<file path="config.mk">
export PLATFORM = sky130hd
export DESIGN_NAME = omd_decoder
export DESIGN_NICKNAME = d
export VERILOG_FILES = /design/src/omd_decoder.v /design/src/omd_region.v /design/src/omd_vector.v
export VERILOG_INCLUDE_DIRS = /design/src
export SDC_FILE = /design/constraint.sdc
export NUM_CORES = 1
export LEC_CHECK = 0
export BUFFER_PORTS_ARGS = -buffer_cell sky130_fd_sc_hd__buf_2
export CAP_MARGIN = 10
export CORE_MARGIN = 8
export CORE_UTILIZATION = 49
export DETAILED_ROUTE_END_ITERATION = 16
export GPL_ROUTABILITY_DRIVEN = 0
export HOLD_SLACK_MARGIN = 0.02
export PLACE_DENSITY = 0.81
export SETUP_SLACK_MARGIN = 0.05
export SYNTH_ARGS = -nofsm -noshare
export SYNTH_HDL_FRONTEND = slang
export SYNTH_SLANG_ARGS = --single-unit
</file>
<file path="constraint.sdc">
create_clock -name clk_sys -period 3.1 [get_ports clk_sys]
set_input_delay 0.465 -clock clk_sys [delete_from_list [all_inputs] [get_ports clk_sys]]
set_output_delay 0.465 -clock clk_sys [all_outputs]
set_load 0.05 [all_outputs]
</file>
<file path="src/omd_regs.vh">
// Purpose: Constants of the on-chip memory map decoder.
// Assumes: Offsets are 24-bit physical offsets within a 16 MB block.
// Notes: Included by every design file of the decoder.
`ifndef OMD_REGS_VH
`define OMD_REGS_VH
`define OMD_ROM_LIMIT 24'h100000
`define OMD_ROM_END_64K 24'h010000
`define OMD_ROM_END_128K 24'h020000
`define OMD_ROM_END_256K 24'h040000
`define OMD_EXT_BASE 24'h100000
`define OMD_EXT_END 24'hffbfff
`define OMD_HOLE_BASE 24'hffc000
`define OMD_RAM_BASE_8K 24'hffd000
`define OMD_RAM_BASE_4K 24'hffe000
`define OMD_RAM_END 24'hffefff
`define OMD_PERI_BASE 24'hfff000
`define OMD_PERI_MASK 24'h0003fe
`define OMD_VEC_RESET 24'h000000
`define OMD_VEC_NMI 24'h000010
`define OMD_VEC_WDT 24'h000020
`define OMD_VEC_MASK_BASE 24'h000080
`define OMD_VEC_LAST 24'h000250
`define OMD_VEC_STEP 5'h10
`define OMD_ROM_CFG_64K 2'h0
`define OMD_ROM_CFG_128K 2'h1
`define OMD_ROM_CFG_256K 2'h2
`define OMD_TGT_NONE 3'h0
`define OMD_TGT_ROM 3'h1
`define OMD_TGT_RAM 3'h2
`define OMD_TGT_PERI 3'h3
`define OMD_TGT_EXT 3'h4
`define OMD_TGT_ERR 3'h5
`define OMD_SZ_BYTE 2'h0
`define OMD_SZ_HALF 2'h1
`define OMD_SZ_WORD 2'h2
`endif

</file>
<file path="src/omd_decoder.v">
// Purpose: On-chip memory map decoder between CPU core and memories.
// Assumes: One request per cycle when idle; peripheral words take two cycles.
// Notes: All outputs are registered; answers appear one edge after the last select, error answers at the accepting edge.
`include "omd_regs.vh"
`default_nettype none
module omd_decoder (
  input wire clk_sys,
  input wire nrst,
  input wire [1:0] rom_cfg,
  input wire ram_8k,
  input wire ext_enable,
  input wire req_valid,
  input wire req_fetch,
  input wire req_write,
  input wire [1:0] req_size,
  input wire [31:0] req_addr,
  input wire [31:0] req_wdata,
  output reg req_ready,
  output reg rsp_valid,
  output reg rsp_error,
  output reg [31:0] rsp_rdata,
  input wire irq_accept,
  input wire [5:0] irq_source,
  output reg redirect_valid,
  output reg [23:0] redirect_addr,
  output reg rom_sel,
  output reg ram_sel,
  output reg ext_sel,
  output reg [23:0] mem_addr,
  output reg mem_write,
  output reg [1:0] mem_size,
  output reg [31:0] mem_wdata,
  input wire [31:0] rom_rdata,
  input wire [31:0] ram_rdata,
  input wire [31:0] ext_rdata,
  output reg peri_sel,
  output reg [9:0] peri_addr,
  output reg peri_write,
  output reg peri_byte_reg_half,
  output reg [15:0] peri_wdata,
  input wire [15:0] peri_rdata,
  input wire peri_byte_only
);
  localparam ST_IDLE = 2'h0;
  localparam ST_SECOND = 2'h1;
  localparam ST_DONE = 2'h2;

  reg [1:0] state_reg;
  reg [15:0] low_half_reg;
  reg [15:0] high_wdata_reg;
  reg [2:0] last_tgt_reg;
  wire [23:0] offset;
  wire [2:0] target;
  wire [23:0] vec_entry;

  assign offset = req_addr[23:0];

  omd_region u_region (
    .offset(offset),
    .rom_cfg(rom_cfg),
    .ram_8k(ram_8k),
    .ext_enable(ext_enable),
    .target(target)
  );

  omd_vector u_vector (
    .source(irq_source),
    .entry(vec_entry)
  );

  // Peripheral index: 1 KB image with bit 0 dropped.
  // The mask is applied at full offset width and then cut to the image size.
  function [9:0] peri_index;
    input [23:0] addr;
    reg [23:0] masked;
    begin
      masked = addr & `OMD_PERI_MASK;
      peri_index = masked[9:0];
    end
  endfunction

  // Shapes peripheral read data by the width of the original access.
  // A word joins the two halfword cycles, high half from the second one.
  // Narrow reads clear the bits that the register does not define.
  function [31:0] shape_peri;
    input [1:0] size;
    input byte_half;
    input [15:0] hi;
    input [15:0] lo;
    begin
      if (size == `OMD_SZ_WORD) begin
        shape_peri = {hi, lo};
      // undefined upper byte reads as zero
      end else if (byte_half || (size == `OMD_SZ_BYTE)) begin
        shape_peri = {24'h0, hi[7:0]};
      end else begin
        shape_peri = {16'h0, hi};
      end
    end
  endfunction

  // Return data of the previous cycle's target.
  function [31:0] pick_rdata;
    input [2:0] tgt;
    input [31:0] rom_d;
    input [31:0] ram_d;
    input [31:0] ext_d;
    begin
      case (tgt)
        `OMD_TGT_ROM: pick_rdata = rom_d;
        `OMD_TGT_RAM: pick_rdata = ram_d;
        `OMD_TGT_EXT: pick_rdata = ext_d;
        default: pick_rdata = 32'h0;
      endcase
    end
  endfunction

  always @(posedge clk_sys) begin
    if (!nrst) begin
      state_reg <= ST_IDLE;
      req_ready <= 1'b0;
      rsp_valid <= 1'b0;
      rsp_error <= 1'b0;
      rsp_rdata <= 32'h0;
      redirect_valid <= 1'b0;
      redirect_addr <= 24'h0;
      rom_sel <= 1'b0;
      ram_sel <= 1'b0;
      ext_sel <= 1'b0;
      mem_addr <= 24'h0;
      mem_write <= 1'b0;
      mem_size <= 2'h0;
      mem_wdata <= 32'h0;
      peri_sel <= 1'b0;
      peri_addr <= 10'h0;
      peri_write <= 1'b0;
      peri_byte_reg_half <= 1'b0;
      peri_wdata <= 16'h0;
      low_half_reg <= 16'h0;
      high_wdata_reg <= 16'h0;
      last_tgt_reg <= `OMD_TGT_NONE;
    end else begin
      rsp_valid <= 1'b0;
      rsp_error <= 1'b0;
      rom_sel <= 1'b0;
      ram_sel <= 1'b0;
      ext_sel <= 1'b0;
      peri_sel <= 1'b0;
      peri_write <= 1'b0;
      mem_write <= 1'b0;
      peri_byte_reg_half <= 1'b0;
      redirect_valid <= 1'b0;
      last_tgt_reg <= `OMD_TGT_NONE;
      if (irq_accept) begin
        redirect_valid <= 1'b1;
        redirect_addr <= vec_entry;
      end
      case (state_reg)
        ST_IDLE: begin
          req_ready <= 1'b1;
          if (req_valid && req_ready) begin
            mem_addr <= offset;
            mem_size <= req_size;
            mem_wdata <= req_wdata;
            case (target)
              `OMD_TGT_ROM: begin
                rom_sel <= 1'b1;
                mem_write <= req_write;
                last_tgt_reg <= target;
                state_reg <= ST_DONE;
                req_ready <= 1'b0;
              end
              `OMD_TGT_RAM: begin
                ram_sel <= 1'b1;
                mem_write <= req_write;
                last_tgt_reg <= target;
                state_reg <= ST_DONE;
                req_ready <= 1'b0;
              end
              `OMD_TGT_EXT: begin
                ext_sel <= 1'b1;
                mem_write <= req_write;
                last_tgt_reg <= target;
                state_reg <= ST_DONE;
                req_ready <= 1'b0;
              end
              `OMD_TGT_PERI: begin
                // fetch into peripheral area is flagged
                if (req_fetch) begin
                  rsp_valid <= 1'b1;
                  rsp_error <= 1'b1;
                  rsp_rdata <= 32'h0;
                end else begin
                  peri_sel <= 1'b1;
                  peri_addr <= peri_index(offset);
                  peri_write <= req_write;
                  peri_wdata <= req_wdata[15:0];
                  peri_byte_reg_half <= peri_byte_only && (req_size == `OMD_SZ_HALF);
                  high_wdata_reg <= req_wdata[31:16];
                  req_ready <= 1'b0;
                  if (req_size == `OMD_SZ_WORD) begin
                    state_reg <= ST_SECOND;
                  end else begin
                    state_reg <= ST_DONE;
                    last_tgt_reg <= `OMD_TGT_PERI;
                  end
                end
              end
              default: begin
                // hole answers with error, write dropped
                rsp_valid <= 1'b1;
                rsp_error <= 1'b1;
                rsp_rdata <= 32'h0;
              end
            endcase
          end
        end
        ST_SECOND: begin
          low_half_reg <= peri_rdata;
          peri_sel <= 1'b1;
          peri_addr <= peri_addr + 10'h2;
          peri_write <= peri_write;
          peri_wdata <= high_wdata_reg;
          last_tgt_reg <= `OMD_TGT_PERI;
          state_reg <= ST_DONE;
        end
        ST_DONE: begin
          rsp_valid <= 1'b1;
          // The peripheral answers one cycle after its last select.
          // Memories answer one cycle after their select as well.
          if (last_tgt_reg == `OMD_TGT_PERI) begin
            rsp_rdata <= shape_peri(mem_size, peri_byte_reg_half, peri_rdata, low_half_reg);
          end else begin
            rsp_rdata <= pick_rdata(last_tgt_reg, rom_rdata, ram_rdata, ext_rdata);
          end
          req_ready <= 1'b1;
          state_reg <= ST_IDLE;
        end
        default: begin
          state_reg <= ST_IDLE;
        end
      endcase
    end
  end
endmodule // omd_decoder
`default_nettype wire

</file>
<file path="src/omd_region.v">
// Purpose: Combinational region lookup of one 24-bit physical offset.
// Assumes: Upper CPU address bits were already dropped.
// Notes: Holes decode to the error target.
`include "omd_regs.vh"
`default_nettype none
module omd_region (
  input wire [23:0] offset,
  input wire [1:0] rom_cfg,
  input wire ram_8k,
  input wire ext_enable,
  output reg [2:0] target
);
  reg [23:0] rom_end;
  reg [23:0] ram_base;
  always @* begin
    case (rom_cfg)
      `OMD_ROM_CFG_64K: rom_end = `OMD_ROM_END_64K;
      `OMD_ROM_CFG_128K: rom_end = `OMD_ROM_END_128K;
      default: rom_end = `OMD_ROM_END_256K;
    endcase
    ram_base = ram_8k ? `OMD_RAM_BASE_8K : `OMD_RAM_BASE_4K;
    if (offset >= `OMD_PERI_BASE) begin
      target = `OMD_TGT_PERI;
    end else if (offset >= ram_base && offset <= `OMD_RAM_END) begin
      target = `OMD_TGT_RAM;
    end else if (offset >= `OMD_HOLE_BASE) begin
      target = `OMD_TGT_ERR;
    end else if (offset < rom_end) begin
      target = `OMD_TGT_ROM;
    end else if (offset < `OMD_ROM_LIMIT) begin
      target = `OMD_TGT_ERR;
    end else if (ext_enable) begin
      target = `OMD_TGT_EXT;
    end else begin
      target = `OMD_TGT_ERR;
    end
  end
endmodule // omd_region
`default_nettype wire

</file>
<file path="src/omd_vector.v">
// Purpose: Handler entry address of an accepted interrupt or exception.
// Assumes: Source code 0 reset, 1 NMI, 2 watchdog, 3 and up maskable.
// Notes: Maskable index 0 maps to the first maskable entry.
`include "omd_regs.vh"
`default_nettype none
module omd_vector (
  input wire [5:0] source,
  output reg [23:0] entry
);
  reg [23:0] step;
  always @* begin
    step = {18'h0, source} - 24'h3;
    case (source)
      6'h00: entry = `OMD_VEC_RESET;
      6'h01: entry = `OMD_VEC_NMI;
      6'h02: entry = `OMD_VEC_WDT;
      default: begin
        entry = `OMD_VEC_MASK_BASE + {step[19:0], 4'h0};
        if (entry > `OMD_VEC_LAST) begin
          entry = `OMD_VEC_LAST;
        end
      end
    endcase
  end
endmodule // omd_vector
`default_nettype wire
</file>
==> impl_metrics.json <==
{
  "cellLeakagePower_nw": 4.60,
  "fin_nets": 1541,
  "pre_cts_ws_ns": 0.143,
  "tightestPinTransition_ns": 0.920,
  "fin_area_um2": 10700,
  "min_period_ns": 2.51,
  "final_common_cell": "buf_2",
  "routed_via_density": 5.74,
  "firstDrtPassIters": 5,
  "crit_top_cell": "ha_1",
  "fillCellCount": 1537,
  "rsz0062_at_grt": "false",
  "cp_slowest_cell": "a211oi_1",
  "ant_nets": 0,
  "gr-usage-all-layers_pct": 25.6,
  "synth_enable_flop_cells": 0,
  "port_buffers": 332,
  "synth_cells": 1051,
  "total_power_mw": 5.20,
  "grt_pass1_wl_mm": 45.3,
  "grt-ovfl-total": 0,
  "async_flop_share_pct": 0,
  "synth_warnings": 0,
  "setup_tns_ns": 0,
  "drc": 0,
  "synth_ff_type": "dfxtp_1",
  "required_ns": 3.39,
  "hold_viol_final": 0,
  "top_regs": "mem_wdata: 32 flops, rsp_rdata: 32 flops, mem_addr: 24 flops",
  "powerDensity_nw_per_um2": 484,
  "start_util_pct": 49.4,
  "syn_avg_cell_area_um2": 8.05,
  "hp-class": "primary input to flip-flop",
  "hold_ws_ns": 0.274,
  "setup_violations": 0,
  "worst_skew_pair.late_latency_ns": 0.44,
  "worstSetupStartpointType": "primary input",
  "drv_cap": 0,
  "fmax_mhz": 399,
  "fin_cells": 1568,
  "critical_path_peak_fanout": 9,
  "cts_made_buffers": 17,
  "cp_cell_sequence": "buf_2 > ha_1 > nor3_1 > xor2_1 > ha_1 > nand3_1 > ha_1 > nor4_1 > nand4_1 > a211oi_1 > a41oi_1",
  "tritoncts": "built",
  "outcome": "finished clean",
  "dp.cells": 1535,
  "antenna_found_initial": 1,
  "max-vdd-ir-drop_uv": 390,
  "num_vias": 9002,
  "dpl-instance-area_um2": 10100,
  "dieArea_um2": 21700,
  "path_clk_slew_ns": 0.08,
  "cts.sinks": 178,
  "slew_headroom_pct": 38.7,
  "wl_per_cell_um": 18.6,
  "fin_worst_skew_ns": 0.0151,
  "drive_gt1_share_pct": 31.6,
  "cts_resized": 0,
  "rows": 48,
  "postRouteWirelength_mm": 29.1,
  "cp_data_arrival_time_ns": 2.80,
  "ys_types": 68,
  "final_cell_mix": "buf_2 (332), nand2_1 (237), dfxtp_1 (178)",
  "synth-seq-cells": 178,
  "fin_ws_ns": 0.591,
  "period_share_pct": 80.9,
  "grt_max_degree": 88,
  "worstSetupPathType": "primary input to flip-flop",
  "hold_buffers": 0,
  "dpl.hpwl_mm": 21.4,
  "cts_buffer_depth": 2,
  "yosysSeqAreaShare_pct": 42.1,
  "io_pins": 346,
  "cts_setup_buffers": 0,
  "worstSetupEndpointType": "flip-flop",
  "dieWidth_um": 147,
  "die_h_um": 147,
  "utilization_pct": 62.7,
  "cp_slowest_stage_delay_ns": 0.41,
  "grt_pass1_vias": 8690,
  "syn_to_final_growth_pct": 26.8,
  "core_area_um2": 17100,
  "root_buffer": "clkbuf_16",
  "drtIter0Drc": 797,
  "ctsHtreeMaxLevel": 4,
  "netlist_area_um2": 8460,
  "maxSlewViolCount": 0
}
-- path summary, 6_finish.rpt --
check	slack [ns]	end	depth (start not counted)	startpoint
setup / recovery	0.59	redirect_addr[4]$_SDFFE_PN0P_	11	irq_source[0]
hold / removal	0.27	mem_addr[11]$_SDFFE_PN0P_	3	req_addr[11]
setup reg to reg	0.81	rsp_rdata[12]$_SDFFE_PN0P_	6	state_reg[1]$_SDFFE_PN0P_
hold reg to reg	0.45	mem_wdata[8]$_SDFFE_PN0P_	2	mem_wdata[8]$_SDFFE_PN0P_
-- routing by layer --
layer	wire [µm]	GRT usage, %
met4	761	8.98
met1	11900	31.0
met5	0	0
met2	13900	42.2
met3	2550	7.70
-- synthesized netlist by cell type (13+ instances only) --
cell	instances	area (µm²)
a21oi_1	117	586
a22oi_1	26	195
a32oi_1	33	289
and2_1	13	81.3
buf_2	22	110
clkbuf_1	60	225
dfxtp_1	178	3560
ha_1	17	213
nand2_1	237	890
nand3_1	50	250
nor2_1	31	116
o21a_1	16	120
o21ai_0	76	380
o221a_2	17	191
-- cell type report --
cell class                      instances  area (µm²)  area share (%)
Antenna cell                            1        2.50          0.0233
Inverter                                8        31.3           0.292
Multi-Input combinational cell        769        4410            41.1
Sequential cell                       178        3560            33.2
Clock inverter                         15         164            1.53
Tap cell                              225         282            2.62
Timing Repair Buffer                  355        1850            17.2
Clock buffer                           17         425            3.97
-- where the power goes --
part | internal [mW] | switching, mW | total, mW
Combinational | 0.217 | 0.481 | 0.698
Clock | 1.08 | 1.05 | 2.13
Sequential | 2.33 | 0.0310 | 2.36
Total | 3.63 | 1.56 | 5.20
-- worst max-delay path: cells and delay by family --
kind / cells / cell delay (ns)
buffers and inverters: 1 / 0.15
adder cells (fa/ha/maj): 3 / 0.68
XOR/XNOR: 1 / 0.18
AND/OR/NAND/NOR: 4 / 0.74
AO/OA/AOI/OAI: 2 / 0.57
-- cells by family (layout without fill, tap and decap cells) --
| logic type | Yosys count | in the layout | share of synthesized area, % |
|---|---|---|---|
| buffers and inverters | 108 | 395 | 6.18 |
| adder cells (fa/ha/maj) | 17 | 17 | 2.51 |
| AO/OA/AOI/OAI | 349 | 349 | 26.9 |
| AND/OR/NAND/NOR | 381 | 381 | 20.4 |
| XOR/XNOR | 7 | 7 | 0.725 |
| multiplexers | 10 | 10 | 1.18 |
| flip-flops | 178 | 178 | 42.1 |
| other | 1 | 6 | 0.0443 |
Power figures use the tool's default switching activity.
